==> config.mk <==
export PLATFORM = sky130hd
export DESIGN_NAME = acs_top
export DESIGN_NICKNAME = d
export VERILOG_FILES = /design/src/pkg/acs_pkg.sv /design/src/hw/acs_window_cmp.sv /design/src/hw/acs_top.sv
export VERILOG_INCLUDE_DIRS = /design/src /design/src/pkg
export SDC_FILE = /design/constraint.sdc
export NUM_CORES = 1
export LEC_CHECK = 0
export CELL_PAD_IN_SITES_DETAIL_PLACEMENT = 0
export CELL_PAD_IN_SITES_GLOBAL_PLACEMENT = 2
export CORE_UTILIZATION = 40
export CTS_CLUSTER_SIZE = 40
export DETAILED_ROUTE_END_ITERATION = 10
export DONT_BUFFER_PORTS = 1
export PLACE_DENSITY = 0.84
export SLEW_MARGIN = 20
export SYNTH_ARGS = -nofsm -noshare
export SYNTH_HDL_FRONTEND = slang
export SYNTH_SLANG_ARGS = --single-unit
==> constraint.sdc <==
create_clock -name sys_clk_i -period 8.6 [get_ports sys_clk_i]
set_clock_uncertainty 0.15 [all_clocks]
set_input_delay 1.29 -clock sys_clk_i [delete_from_list [all_inputs] [get_ports sys_clk_i]]
set_output_delay 1.29 -clock sys_clk_i [all_outputs]
set_load 0.01 [all_outputs]
==> src/pkg/acs_defs.svh <==
// Offsets, field positions, reset values and widths of the converter control registers.
// Assumes inclusion by bare name from files that need the register map.
`ifndef ACS_DEFS_SVH
`define ACS_DEFS_SVH

// Register byte offsets on the peripheral bus
`define ACS_OFF_CONTROL 12'h000
`define ACS_OFF_CONFIG 12'h004
`define ACS_OFF_RESULT 12'h014
`define ACS_OFF_OFFSET 12'h018
`define ACS_OFF_STATUS 12'h020
`define ACS_OFF_UPPER 12'h024
`define ACS_OFF_LOWER 12'h028

// Control register bit positions
`define ACS_BIT_POWER 0
`define ACS_BIT_CAL_ENABLE 1
`define ACS_BIT_TRIGGER 2
`define ACS_BIT_SOFT_RESET 3
`define ACS_BIT_AUTO_OFFSET 4
`define ACS_BIT_STOP 5
`define ACS_BIT_CMP_ENABLE 6
`define ACS_BIT_CAL_DISARM 7
`define ACS_BIT_DMA_ENABLE 8
`define ACS_BIT_MIC_ENABLE 9

// Configuration register: filter bypass position
`define ACS_BIT_SKIP 0

// Status register: window match flag position
`define ACS_BIT_MATCH 0

// Reset values
`define ACS_RST_CONTROL 32'h00000000
`define ACS_RST_CONFIG 32'h0000000C
`define ACS_RST_RESULT 32'h00000000
`define ACS_RST_OFFSET 32'h00000000
`define ACS_RST_UPPER 32'h0FFFFFFF
`define ACS_RST_LOWER 32'h00000000

// Bus widths
`define ACS_ADDR_W 12
`define ACS_DATA_W 32

`endif

==> src/pkg/acs_pkg.sv <==
// Types shared by the converter control block.
// Assumes the register map header supplies the widths.
`include "acs_defs.svh"

package acs_pkg;

  // Control register bits kept in flops
  typedef struct packed {
    logic mic_enable;  // Microphone path on
    logic dma_enable;  // Direct memory access on
    logic cmp_enable;  // Window comparator armed
    logic auto_offset; // Automatic offset mode
    logic trigger;     // Conversion phase started
    logic cal_enable;  // Calibration armed
    logic power;       // Analog subsystem powered
  } acs_ctrl_type;

  // One peripheral bus request, as seen at the slave
  typedef struct packed {
    logic sel;                          // Slave selected
    logic enable;                       // Access phase
    logic write;                        // Write when high
    logic [`ACS_ADDR_W-1:0] addr;       // Byte address
    logic [`ACS_DATA_W-1:0] wdata;      // Write data
  } acs_bus_req_type;

  // Self-clearing command pulses
  typedef struct packed {
    logic soft_reset; // Return registers to reset
    logic stop;       // End continuous conversion
    logic disarm;     // Clear calibration enable
  } acs_cmd_type;

endpackage

==> src/hw/acs_window_cmp.sv <==
// Window comparator: flags a converted value lying between two limits.
// Assumes limits and data are in the peripheral clock domain and held stable.
`timescale 1ns/1ns

module acs_window_cmp #(
  parameter int WIDTH = 32 // Result width
) (
  input wire logic sys_clk_i,               // Peripheral clock
  input wire logic rst_n_i,                 // Synchronised reset, active low
  input wire logic arm_i,                   // Comparator enabled
  input wire logic valid_i,                 // New conversion result
  input wire logic [WIDTH-1:0] data_i,      // Converted value
  input wire logic [WIDTH-1:0] upper_i,     // Upper window limit
  input wire logic [WIDTH-1:0] lower_i,     // Lower window limit
  output logic hit_o                        // One-cycle pulse on a match
);

  logic hit_d; // Next match pulse
  logic hit_q; // Registered match pulse

  // Inclusive unsigned window test, only on a fresh armed result
  always_comb begin
    hit_d = arm_i && valid_i && (data_i >= lower_i) && (data_i <= upper_i);
  end

  // Registering keeps the long compare chain off the flag's set path
  always_ff @(posedge sys_clk_i or negedge rst_n_i) begin
    if (!rst_n_i) begin
      hit_q <= 1'b0;
    end else begin
      hit_q <= hit_d;
    end
  end

  assign hit_o = hit_q;

endmodule

==> src/hw/acs_top.sv <==
// Control-register logic of the on-chip converter, reached over its peripheral bus.
// Assumes the analog datapath delivers results and calibration values synchronously.
// Behaviour
// - Power bit switches analog subsystem, not microphone
// - Trigger write starts conversion, ignored microphone mode
// - Calibration runs when enable and auto-offset set
// - Writing zero never clears calibration enable
// - Soft reset restores registers except offset and match flag, reads zero
// - Stop ends conversion, clears four control bits
// - Armed comparator sets match flag inside window
// - Disarm clears calibration enable, reads zero
// - Upper limit resets high, lower to zero
`timescale 1ns/1ns
`include "acs_defs.svh"

module acs_top #(
  parameter int DATA_W = `ACS_DATA_W // Register and result width
) (
  input wire logic sys_clk_i,                  // Peripheral clock, 20 MHz
  input wire logic nrst_i,                     // Asynchronous reset, active low
  input wire logic psel_i,                     // Bus slave select
  input wire logic penable_i,                  // Bus access phase
  input wire logic pwrite_i,                   // Bus write
  input wire logic [`ACS_ADDR_W-1:0] paddr_i,  // Bus byte address
  input wire logic [DATA_W-1:0] pwdata_i,      // Bus write data
  output logic [DATA_W-1:0] prdata_o,          // Bus read data
  output logic pready_o,                       // Bus ready, high except during reset
  output logic pslverr_o,                      // Bus error on unmapped address
  input wire logic conv_valid_i,               // Conversion result strobe
  input wire logic [DATA_W-1:0] conv_data_i,   // Conversion result
  input wire logic cal_done_i,                 // Calibration value strobe
  input wire logic [DATA_W-1:0] cal_value_i,   // Calibration value, both formats
  output logic analog_power_o,                 // Analog subsystem powered
  output logic conv_start_o,                   // One-cycle start pulse
  output logic conv_stop_o,                    // One-cycle stop pulse
  output logic cal_run_o,                      // Calibration routine enabled
  output logic dma_enable_o,                   // Direct memory access enable
  output logic mic_enable_o,                   // Microphone path enable
  output logic match_flag_o                    // Window match flag
);

  // Reset release synchroniser
  logic rst_meta_q; // First stage, read only by second
  logic rst_n_q;    // Released reset used by the design

  // Register state
  acs_pkg::acs_ctrl_type ctrl_q, ctrl_d;     // Control bits
  acs_pkg::acs_cmd_type cmd_q, cmd_d;        // Command pulses
  acs_pkg::acs_bus_req_type req;             // Bundled bus request
  logic [DATA_W-1:0] config_q, config_d;     // Configuration register
  logic [DATA_W-1:0] result_q, result_d;     // Latest conversion result
  logic [DATA_W-1:0] offset_q, offset_d;     // Calibration offset
  logic [DATA_W-1:0] upper_q, upper_d;       // Upper window limit
  logic [DATA_W-1:0] lower_q, lower_d;       // Lower window limit
  logic match_q, match_d;                    // Sticky window match flag
  logic power_q, power_d;                    // Registered analog power
  logic start_q, start_d;                    // Registered start pulse
  logic calrun_q, calrun_d;                  // Registered calibration run
  logic [DATA_W-1:0] rdata_q, rdata_d;       // Registered read data
  logic slverr_q, slverr_d;                  // Registered error
  logic ready_q;                             // Registered ready
  logic hit;                                 // Comparator match pulse
  logic wr_acc;                              // Write in access phase
  logic rd_setup;                            // Read in setup phase

  // Decode an address to mapped or not; used for reads and writes
  function automatic logic acs_mapped(input logic [`ACS_ADDR_W-1:0] a);
    acs_mapped = (a == `ACS_OFF_CONTROL) || (a == `ACS_OFF_CONFIG) ||
                 (a == `ACS_OFF_RESULT) || (a == `ACS_OFF_OFFSET) ||
                 (a == `ACS_OFF_STATUS) || (a == `ACS_OFF_UPPER) ||
                 (a == `ACS_OFF_LOWER);
  endfunction

  // Pack control bits into the register image; commands read zero
  function automatic logic [DATA_W-1:0] acs_ctrl_word(input acs_pkg::acs_ctrl_type c);
    logic [DATA_W-1:0] w;
    w = '0;
    w[`ACS_BIT_POWER] = c.power;
    w[`ACS_BIT_CAL_ENABLE] = c.cal_enable;
    w[`ACS_BIT_TRIGGER] = c.trigger;
    w[`ACS_BIT_AUTO_OFFSET] = c.auto_offset;
    w[`ACS_BIT_CMP_ENABLE] = c.cmp_enable;
    w[`ACS_BIT_DMA_ENABLE] = c.dma_enable;
    w[`ACS_BIT_MIC_ENABLE] = c.mic_enable;
    acs_ctrl_word = w;
  endfunction

  // Reset is asserted at once and released after two clean edges
  always_ff @(posedge sys_clk_i or negedge nrst_i) begin
    if (!nrst_i) begin
      rst_meta_q <= 1'b0;
      rst_n_q <= 1'b0;
    end else begin
      rst_meta_q <= 1'b1;
      rst_n_q <= rst_meta_q;
    end
  end

  // Bundle the bus request and decode its phase
  always_comb begin
    req = '{sel: psel_i, enable: penable_i, write: pwrite_i, addr: paddr_i, wdata: pwdata_i};
    wr_acc = req.sel && req.enable && req.write && acs_mapped(req.addr);
    rd_setup = req.sel && !req.enable && !req.write;
  end

  // Command pulses: one cycle after the accepted write
  always_comb begin
    cmd_d = '0;
    if (wr_acc && (req.addr == `ACS_OFF_CONTROL)) begin
      cmd_d.soft_reset = req.wdata[`ACS_BIT_SOFT_RESET];
      cmd_d.stop = req.wdata[`ACS_BIT_STOP];
      cmd_d.disarm = req.wdata[`ACS_BIT_CAL_DISARM];
    end
  end

  // Register file next state; pending commands take priority over writes
  always_comb begin
    ctrl_d = ctrl_q;
    config_d = config_q;
    result_d = result_q;
    offset_d = offset_q;
    upper_d = upper_q;
    lower_d = lower_q;
    start_d = 1'b0;
    // Result capture from the datapath
    if (conv_valid_i) begin
      result_d = conv_data_i;
    end
    // Calibration lands in the offset register in the bypass-chosen format
    if (cal_done_i && calrun_q) begin
      if (config_q[`ACS_BIT_SKIP]) begin
        offset_d = {{(DATA_W-16){1'b0}}, cal_value_i[15:0]};
      end else begin
        offset_d = {{(DATA_W-16){1'b0}}, cal_value_i[DATA_W-1:DATA_W-16]};
      end
    end
    // Software writes
    if (wr_acc) begin
      case (req.addr)
        `ACS_OFF_CONTROL: begin
          ctrl_d.power = req.wdata[`ACS_BIT_POWER];
          // Only a one arms calibration; zero leaves it alone
          if (req.wdata[`ACS_BIT_CAL_ENABLE]) begin
            ctrl_d.cal_enable = 1'b1;
          end
          ctrl_d.auto_offset = req.wdata[`ACS_BIT_AUTO_OFFSET];
          ctrl_d.cmp_enable = req.wdata[`ACS_BIT_CMP_ENABLE];
          ctrl_d.dma_enable = req.wdata[`ACS_BIT_DMA_ENABLE];
          ctrl_d.mic_enable = req.wdata[`ACS_BIT_MIC_ENABLE];
          // Start is dropped in microphone mode
          if (req.wdata[`ACS_BIT_TRIGGER] && !req.wdata[`ACS_BIT_MIC_ENABLE]) begin
            ctrl_d.trigger = 1'b1;
            start_d = 1'b1;
          end else begin
            ctrl_d.trigger = 1'b0;
          end
        end
        `ACS_OFF_CONFIG: config_d = req.wdata;
        `ACS_OFF_OFFSET: offset_d = req.wdata;
        `ACS_OFF_UPPER: upper_d = req.wdata;
        `ACS_OFF_LOWER: lower_d = req.wdata;
        default: begin
          // Result and status are not plain stores
        end
      endcase
    end
    // Disarm clears calibration enable
    if (cmd_q.disarm) begin
      ctrl_d.cal_enable = 1'b0;
    end
    // Stop clears trigger, power, dma and microphone
    if (cmd_q.stop) begin
      ctrl_d.trigger = 1'b0;
      ctrl_d.power = 1'b0;
      ctrl_d.dma_enable = 1'b0;
      ctrl_d.mic_enable = 1'b0;
      start_d = 1'b0;
    end
    // Soft reset wins over everything; offset is not in its list
    if (cmd_q.soft_reset) begin
      ctrl_d = '0;
      config_d = `ACS_RST_CONFIG;
      result_d = `ACS_RST_RESULT;
      upper_d = `ACS_RST_UPPER;
      lower_d = `ACS_RST_LOWER;
      start_d = 1'b0;
    end
    // Power has no effect in microphone mode
    power_d = ctrl_d.power && !ctrl_d.mic_enable;
    // Calibration enabled only when both bits are set
    calrun_d = ctrl_d.cal_enable && ctrl_d.auto_offset;
  end

  // Match flag: set wins over a same-cycle write-one clear
  always_comb begin
    match_d = match_q;
    if (wr_acc && (req.addr == `ACS_OFF_STATUS) && req.wdata[`ACS_BIT_MATCH]) begin
      match_d = 1'b0;
    end
    if (hit) begin
      match_d = 1'b1;
    end
  end

  // Read data is fetched in the setup phase so it stands in the access phase
  always_comb begin
    rdata_d = rdata_q;
    slverr_d = 1'b0;
    if (rd_setup) begin
      case (req.addr)
        `ACS_OFF_CONTROL: rdata_d = acs_ctrl_word(ctrl_q);
        `ACS_OFF_CONFIG: rdata_d = config_q;
        `ACS_OFF_RESULT: rdata_d = result_q;
        `ACS_OFF_OFFSET: rdata_d = offset_q;
        `ACS_OFF_STATUS: rdata_d = {{(DATA_W-1){1'b0}}, match_q};
        `ACS_OFF_UPPER: rdata_d = upper_q;
        `ACS_OFF_LOWER: rdata_d = lower_q;
        default: rdata_d = '0;
      endcase
    end
    if (req.sel && !req.enable) begin
      slverr_d = !acs_mapped(req.addr);
    end else if (req.sel) begin
      slverr_d = slverr_q;
    end
  end

  // All register state; limits reset to the window 0 to 0FFFFFFF
  always_ff @(posedge sys_clk_i or negedge rst_n_q) begin
    if (!rst_n_q) begin
      ctrl_q <= '0;
      cmd_q <= '0;
      config_q <= `ACS_RST_CONFIG;
      result_q <= `ACS_RST_RESULT;
      offset_q <= `ACS_RST_OFFSET;
      upper_q <= `ACS_RST_UPPER;
      lower_q <= `ACS_RST_LOWER;
      match_q <= 1'b0;
      power_q <= 1'b0;
      start_q <= 1'b0;
      calrun_q <= 1'b0;
      rdata_q <= '0;
      slverr_q <= 1'b0;
      ready_q <= 1'b0;
    end else begin
      ctrl_q <= ctrl_d;
      cmd_q <= cmd_d;
      config_q <= config_d;
      result_q <= result_d;
      offset_q <= offset_d;
      upper_q <= upper_d;
      lower_q <= lower_d;
      match_q <= match_d;
      power_q <= power_d;
      start_q <= start_d;
      calrun_q <= calrun_d;
      rdata_q <= rdata_d;
      slverr_q <= slverr_d;
      ready_q <= 1'b1;
    end
  end

  // Comparator sees only results arriving while armed
  acs_window_cmp #(
    .WIDTH(DATA_W)
  ) u_window (
    .sys_clk_i(sys_clk_i),
    .rst_n_i(rst_n_q),
    .arm_i(ctrl_q.cmp_enable),
    .valid_i(conv_valid_i),
    .data_i(conv_data_i),
    .upper_i(upper_q),
    .lower_i(lower_q),
    .hit_o(hit)
  );

  // Outputs straight from flops
  assign prdata_o = rdata_q;
  assign pready_o = ready_q;
  assign pslverr_o = slverr_q;
  assign analog_power_o = power_q;
  assign conv_start_o = start_q;
  assign conv_stop_o = cmd_q.stop;
  assign cal_run_o = calrun_q;
  assign dma_enable_o = ctrl_q.dma_enable;
  assign mic_enable_o = ctrl_q.mic_enable;
  assign match_flag_o = match_q;

endmodule

==> key figures <==
Run status
  • Run status: completed

Worst setup path
  • Flop-to-flop setup slack: 5.98 ns
  • CP Data Arrival Time: 4.31 ns
  • WS Path Type: in2reg
  • Worst path required time: 8.82 ns
  • Crit Path Max Fanout: 38
  • Kind of end point of the critical path: register
  • Setup crit start kind: input port

Floorplanning
  • Die Wd: 168 µm
  • Die Footprint: 0.0281 mm²
  • Initial core utilization: 40.7%
  • Core area: 0.0270 mm²
  • I/O pin cnt: 156
  • Chip Height: 168 µm
  • Row count: 60

Global route
  • First-pass GRT wire length: 53.9 mm
  • Tot GR Track Use: 25.3%
  • Initial antenna violation count: 0
  • Largest net degree at the start of global routing: 180
  • Vias in the first global route: 8,605
  • Global route overflow: 0

Clock tree
  • Post-CTS Repair Setup Buffers: 0
  • TritonCTS clock tree: done
  • Clk sinks: 211
  • # H-tree levels: 1
  • Clk_lat worst skew: 0.52 ns
  • Post-CTS sizing: 0
  • Clk root buf: clkbuf_16
  • Clock Pin Slew Worst Setup and Hold Paths: 0.06 ns
  • CTS Buf Count: 25
  • Cts-stage hold buffer count: 0
  • Clock Tree Buf Depth: 3

Synthesis
  • Post-synth top area cell: dfrtp_1
  • Adder-Cell Fraction of Synth Area: 7.30%
  • Compound-Gate Fraction of Synth Area: 21.2%
  • Share of the yosys chip area belonging to registers: 48.5%
  • Main combinational cell family by area after synthesis: compound AO/OA/AOI/OAI gates
  • Xor-xnor portion of the synthesized cell area: 0%
  • Post-Synth Simple-Gate Area: 11.8%
  • Ys async rst share: 100%
  • Post-synth top flop: dfrtp_1
  • Yosys top cell area share: 41.3%
  • Mapped Avg Cell Area: 10.3 µm²
  • Synth top area cells: dfrtp_1 (41%), ha_1 (7.3%), dfstp_2 (7.2%)
  • Synthesized instance count: 1,069
  • Synth Warn #: 0
  • Unique cell type count in the Yosys netlist: 60
  • Synthesized cell area: 0.0110 mm²
  • Post-synth EDFFs: 0
  • Mux share of post-synthesis cell area: 6.14%
  • Yosys reg bits: 211

STA
  • Tcrit/Tclk final: 47.5%
  • Fin. max-slew vios: 0
  • Final setup fails: 0
  • Hold Vio Cnt, Final: 0
  • RSZ-0062 raised after global routing: no
  • Setup_tns: 0 ns
  • Worst Tran Pin Value: 1.08 ns
  • Slew margin rel.: 27.7%
  • Peak Freq: 245 MHz
  • Min Tclk post-route: 4.09 ns

Routing
  • Drt via density: 6.13
  • Drt pass-1 iters: 6
  • Routed vias: 8,600
  • Drc violations: 0
  • Highest routed layer: met4
  • Final wirelength: 35.3 mm
  • DR WL met2: 16.1 mm
  • WL met1: 15.0 mm
  • Routed Antenna Nets: 0
  • Routed wire length per instance: 25.2 µm
  • DR WL met3: 3.10 mm
  • 1st-iter DRT viols: 829

Cells and area
  • Fin area: 0.0122 mm²
  • Antenna Cells: 0
  • Area growth from synthesis to layout: 11.1%
  • Layout Nets: 1,223
  • Share of cells above drive strength 1: 10.6%

Run
  • Max-cap viol count: 0

Power and ir drop
  • Static Leak: 5.11 nW
  • PD cells: 187 mW/mm²
  • Max IR drop VDD: 0.102 mV
  • Total power: 2.28 mW

Place
  • Final HPWL DP: 22.4 mm
  • IO buf count: 0
  • Area after DPL: 0.0113 mm²
  • Placer Congestion: 0.830

Worst hold path
  • HP Class: reg2async
-- worst paths after layout --
path	from	end	cells past startpoint
worst max-delay path	paddr_i[7]	offset_q[26]	6
worst min-delay path	rst_n_q	prdata_o[29]	0
max in group asynchronous	rst_n_q	config_q[18]	1
worst min register to register	rst_n_q	prdata_o[29]	0
worst max register to register	lower_q[19]	u_window.hit_o	7
min in group sys_clk_i	rst_meta_q	rst_n_q	0
-- cell type report --
cell class	count	area (µm²)
clock buffer	38	734
multi-input combinational	719	5180
tap	341	427
timing repair buffer	17	140
inverter	70	263
fill	2517	14800
sequential	211	5320
clock inverter	6	108
-- critical path, stage by stage --
cell and delay [ns]:
nor4b_4 0.24, buf_4 0.51, and4_2 0.93, and3_2 0.65, buf_4 0.46, o21ai_0 0.18
-- cell usage after synthesis, types with 3 or more instances --
library cell,number
a21o_1,9
a21oi_1,50
a221oi_1,8
a222oi_1,14
a22o_1,64
a22oi_1,28
a31oi_1,17
a32oi_1,5
and2_1,3
and3_1,3
and4_1,5
buf_1,4
buf_2,19
clkbuf_1,47
dfrtp_1,181
dfstp_2,30
ha_1,64
inv_1,70
mux2i_1,65
nand2_1,95
nand2b_1,5
nand3_1,17
nand3b_1,3
nand4_1,13
nor2_1,89
nor2b_1,7
nor3_1,4
nor4_1,7
o2111ai_1,16
o211ai_1,3
o21a_1,12
o21ai_0,44
o22a_1,29
or2_2,4
or4_1,3
-- layer usage --
layer,track usage (%),vias up
li1,-,3879
met3,5.89,61
met2,40.7,341
met5,0,-
met4,7.46,0
met1,33.9,4319
-- placed cells by master, fill, tap and decap left out, types with 3 or more instances in the layout --
cell / netlist / routed
a32oi_1: 5 / 5
nand2b_1: 5 / 5
and4_1: 5 / 4
nand3_1: 17 / 17
or2_2: 4 / 4
o2111ai_1: 16 / 16
a222oi_1: 14 / 14
clkbuf_8: 0 / 6
nand2_1: 95 / 94
o21a_1: 12 / 12
buf_4: 0 / 16
nor4_1: 7 / 5
dfstp_2: 30 / 30
bufinv_16: 0 / 3
ha_1: 64 / 64
nand3b_1: 3 / 3
mux2i_1: 65 / 65
a22oi_1: 28 / 28
and2_1: 3 / 3
nor2b_1: 7 / 5
a22o_1: 64 / 64
o211ai_1: 3 / 3
nand4_1: 13 / 13
o21ai_0: 44 / 44
nor3_1: 4 / 3
inv_1: 70 / 70
or4_1: 3 / 3
a31oi_1: 17 / 17
clkbuf_16: 0 / 25
a21o_1: 9 / 9
clkbuf_1: 47 / 7
a221oi_1: 8 / 8
dfrtp_1: 181 / 179
nor2_1: 89 / 89
o22a_1: 29 / 29
a21oi_1: 50 / 50
-- through the flow --
step,setup WS [ns],instances,utilization [%],hold WS (ns)
after floorplan,2.19,1070,-,0.181
after global placement,4.06,1358,42.1,0.138
after detailed placement,3.99,1358,42.1,0.149
after CTS,4.55,1402,45.2,0.147
after global routing,4.38,1402,45.2,0.172
final,4.51,1402,45.2,0.135
-- power by group --
| part | switching [mW] | internal [mW] | total, mW |
|---|---|---|---|
| sequential | 0.0376 | 1.03 | 1.07 |
| clock | 0.418 | 0.674 | 1.09 |
| combinational | 0.0696 | 0.0514 | 0.121 |
-- flip-flops by register name, indices dropped and copies added, names as in the netlist, 2 cells and up --
name      count
config_q     32
prdata_o     32
upper_q      32
result_q     32
lower_q      32
offset_q     32
cmd_q         2
ctrl_q        5
-- cells by family after synthesis --
logic type / Yosys count
adder cells (fa/ha/maj): 64
multiplexers: 67
flip-flops: 211
buffers and inverters: 140
other: 1
AO/OA/AOI/OAI: 315
AND/OR/NAND/NOR: 271
Power figures use the tool's default switching activity.
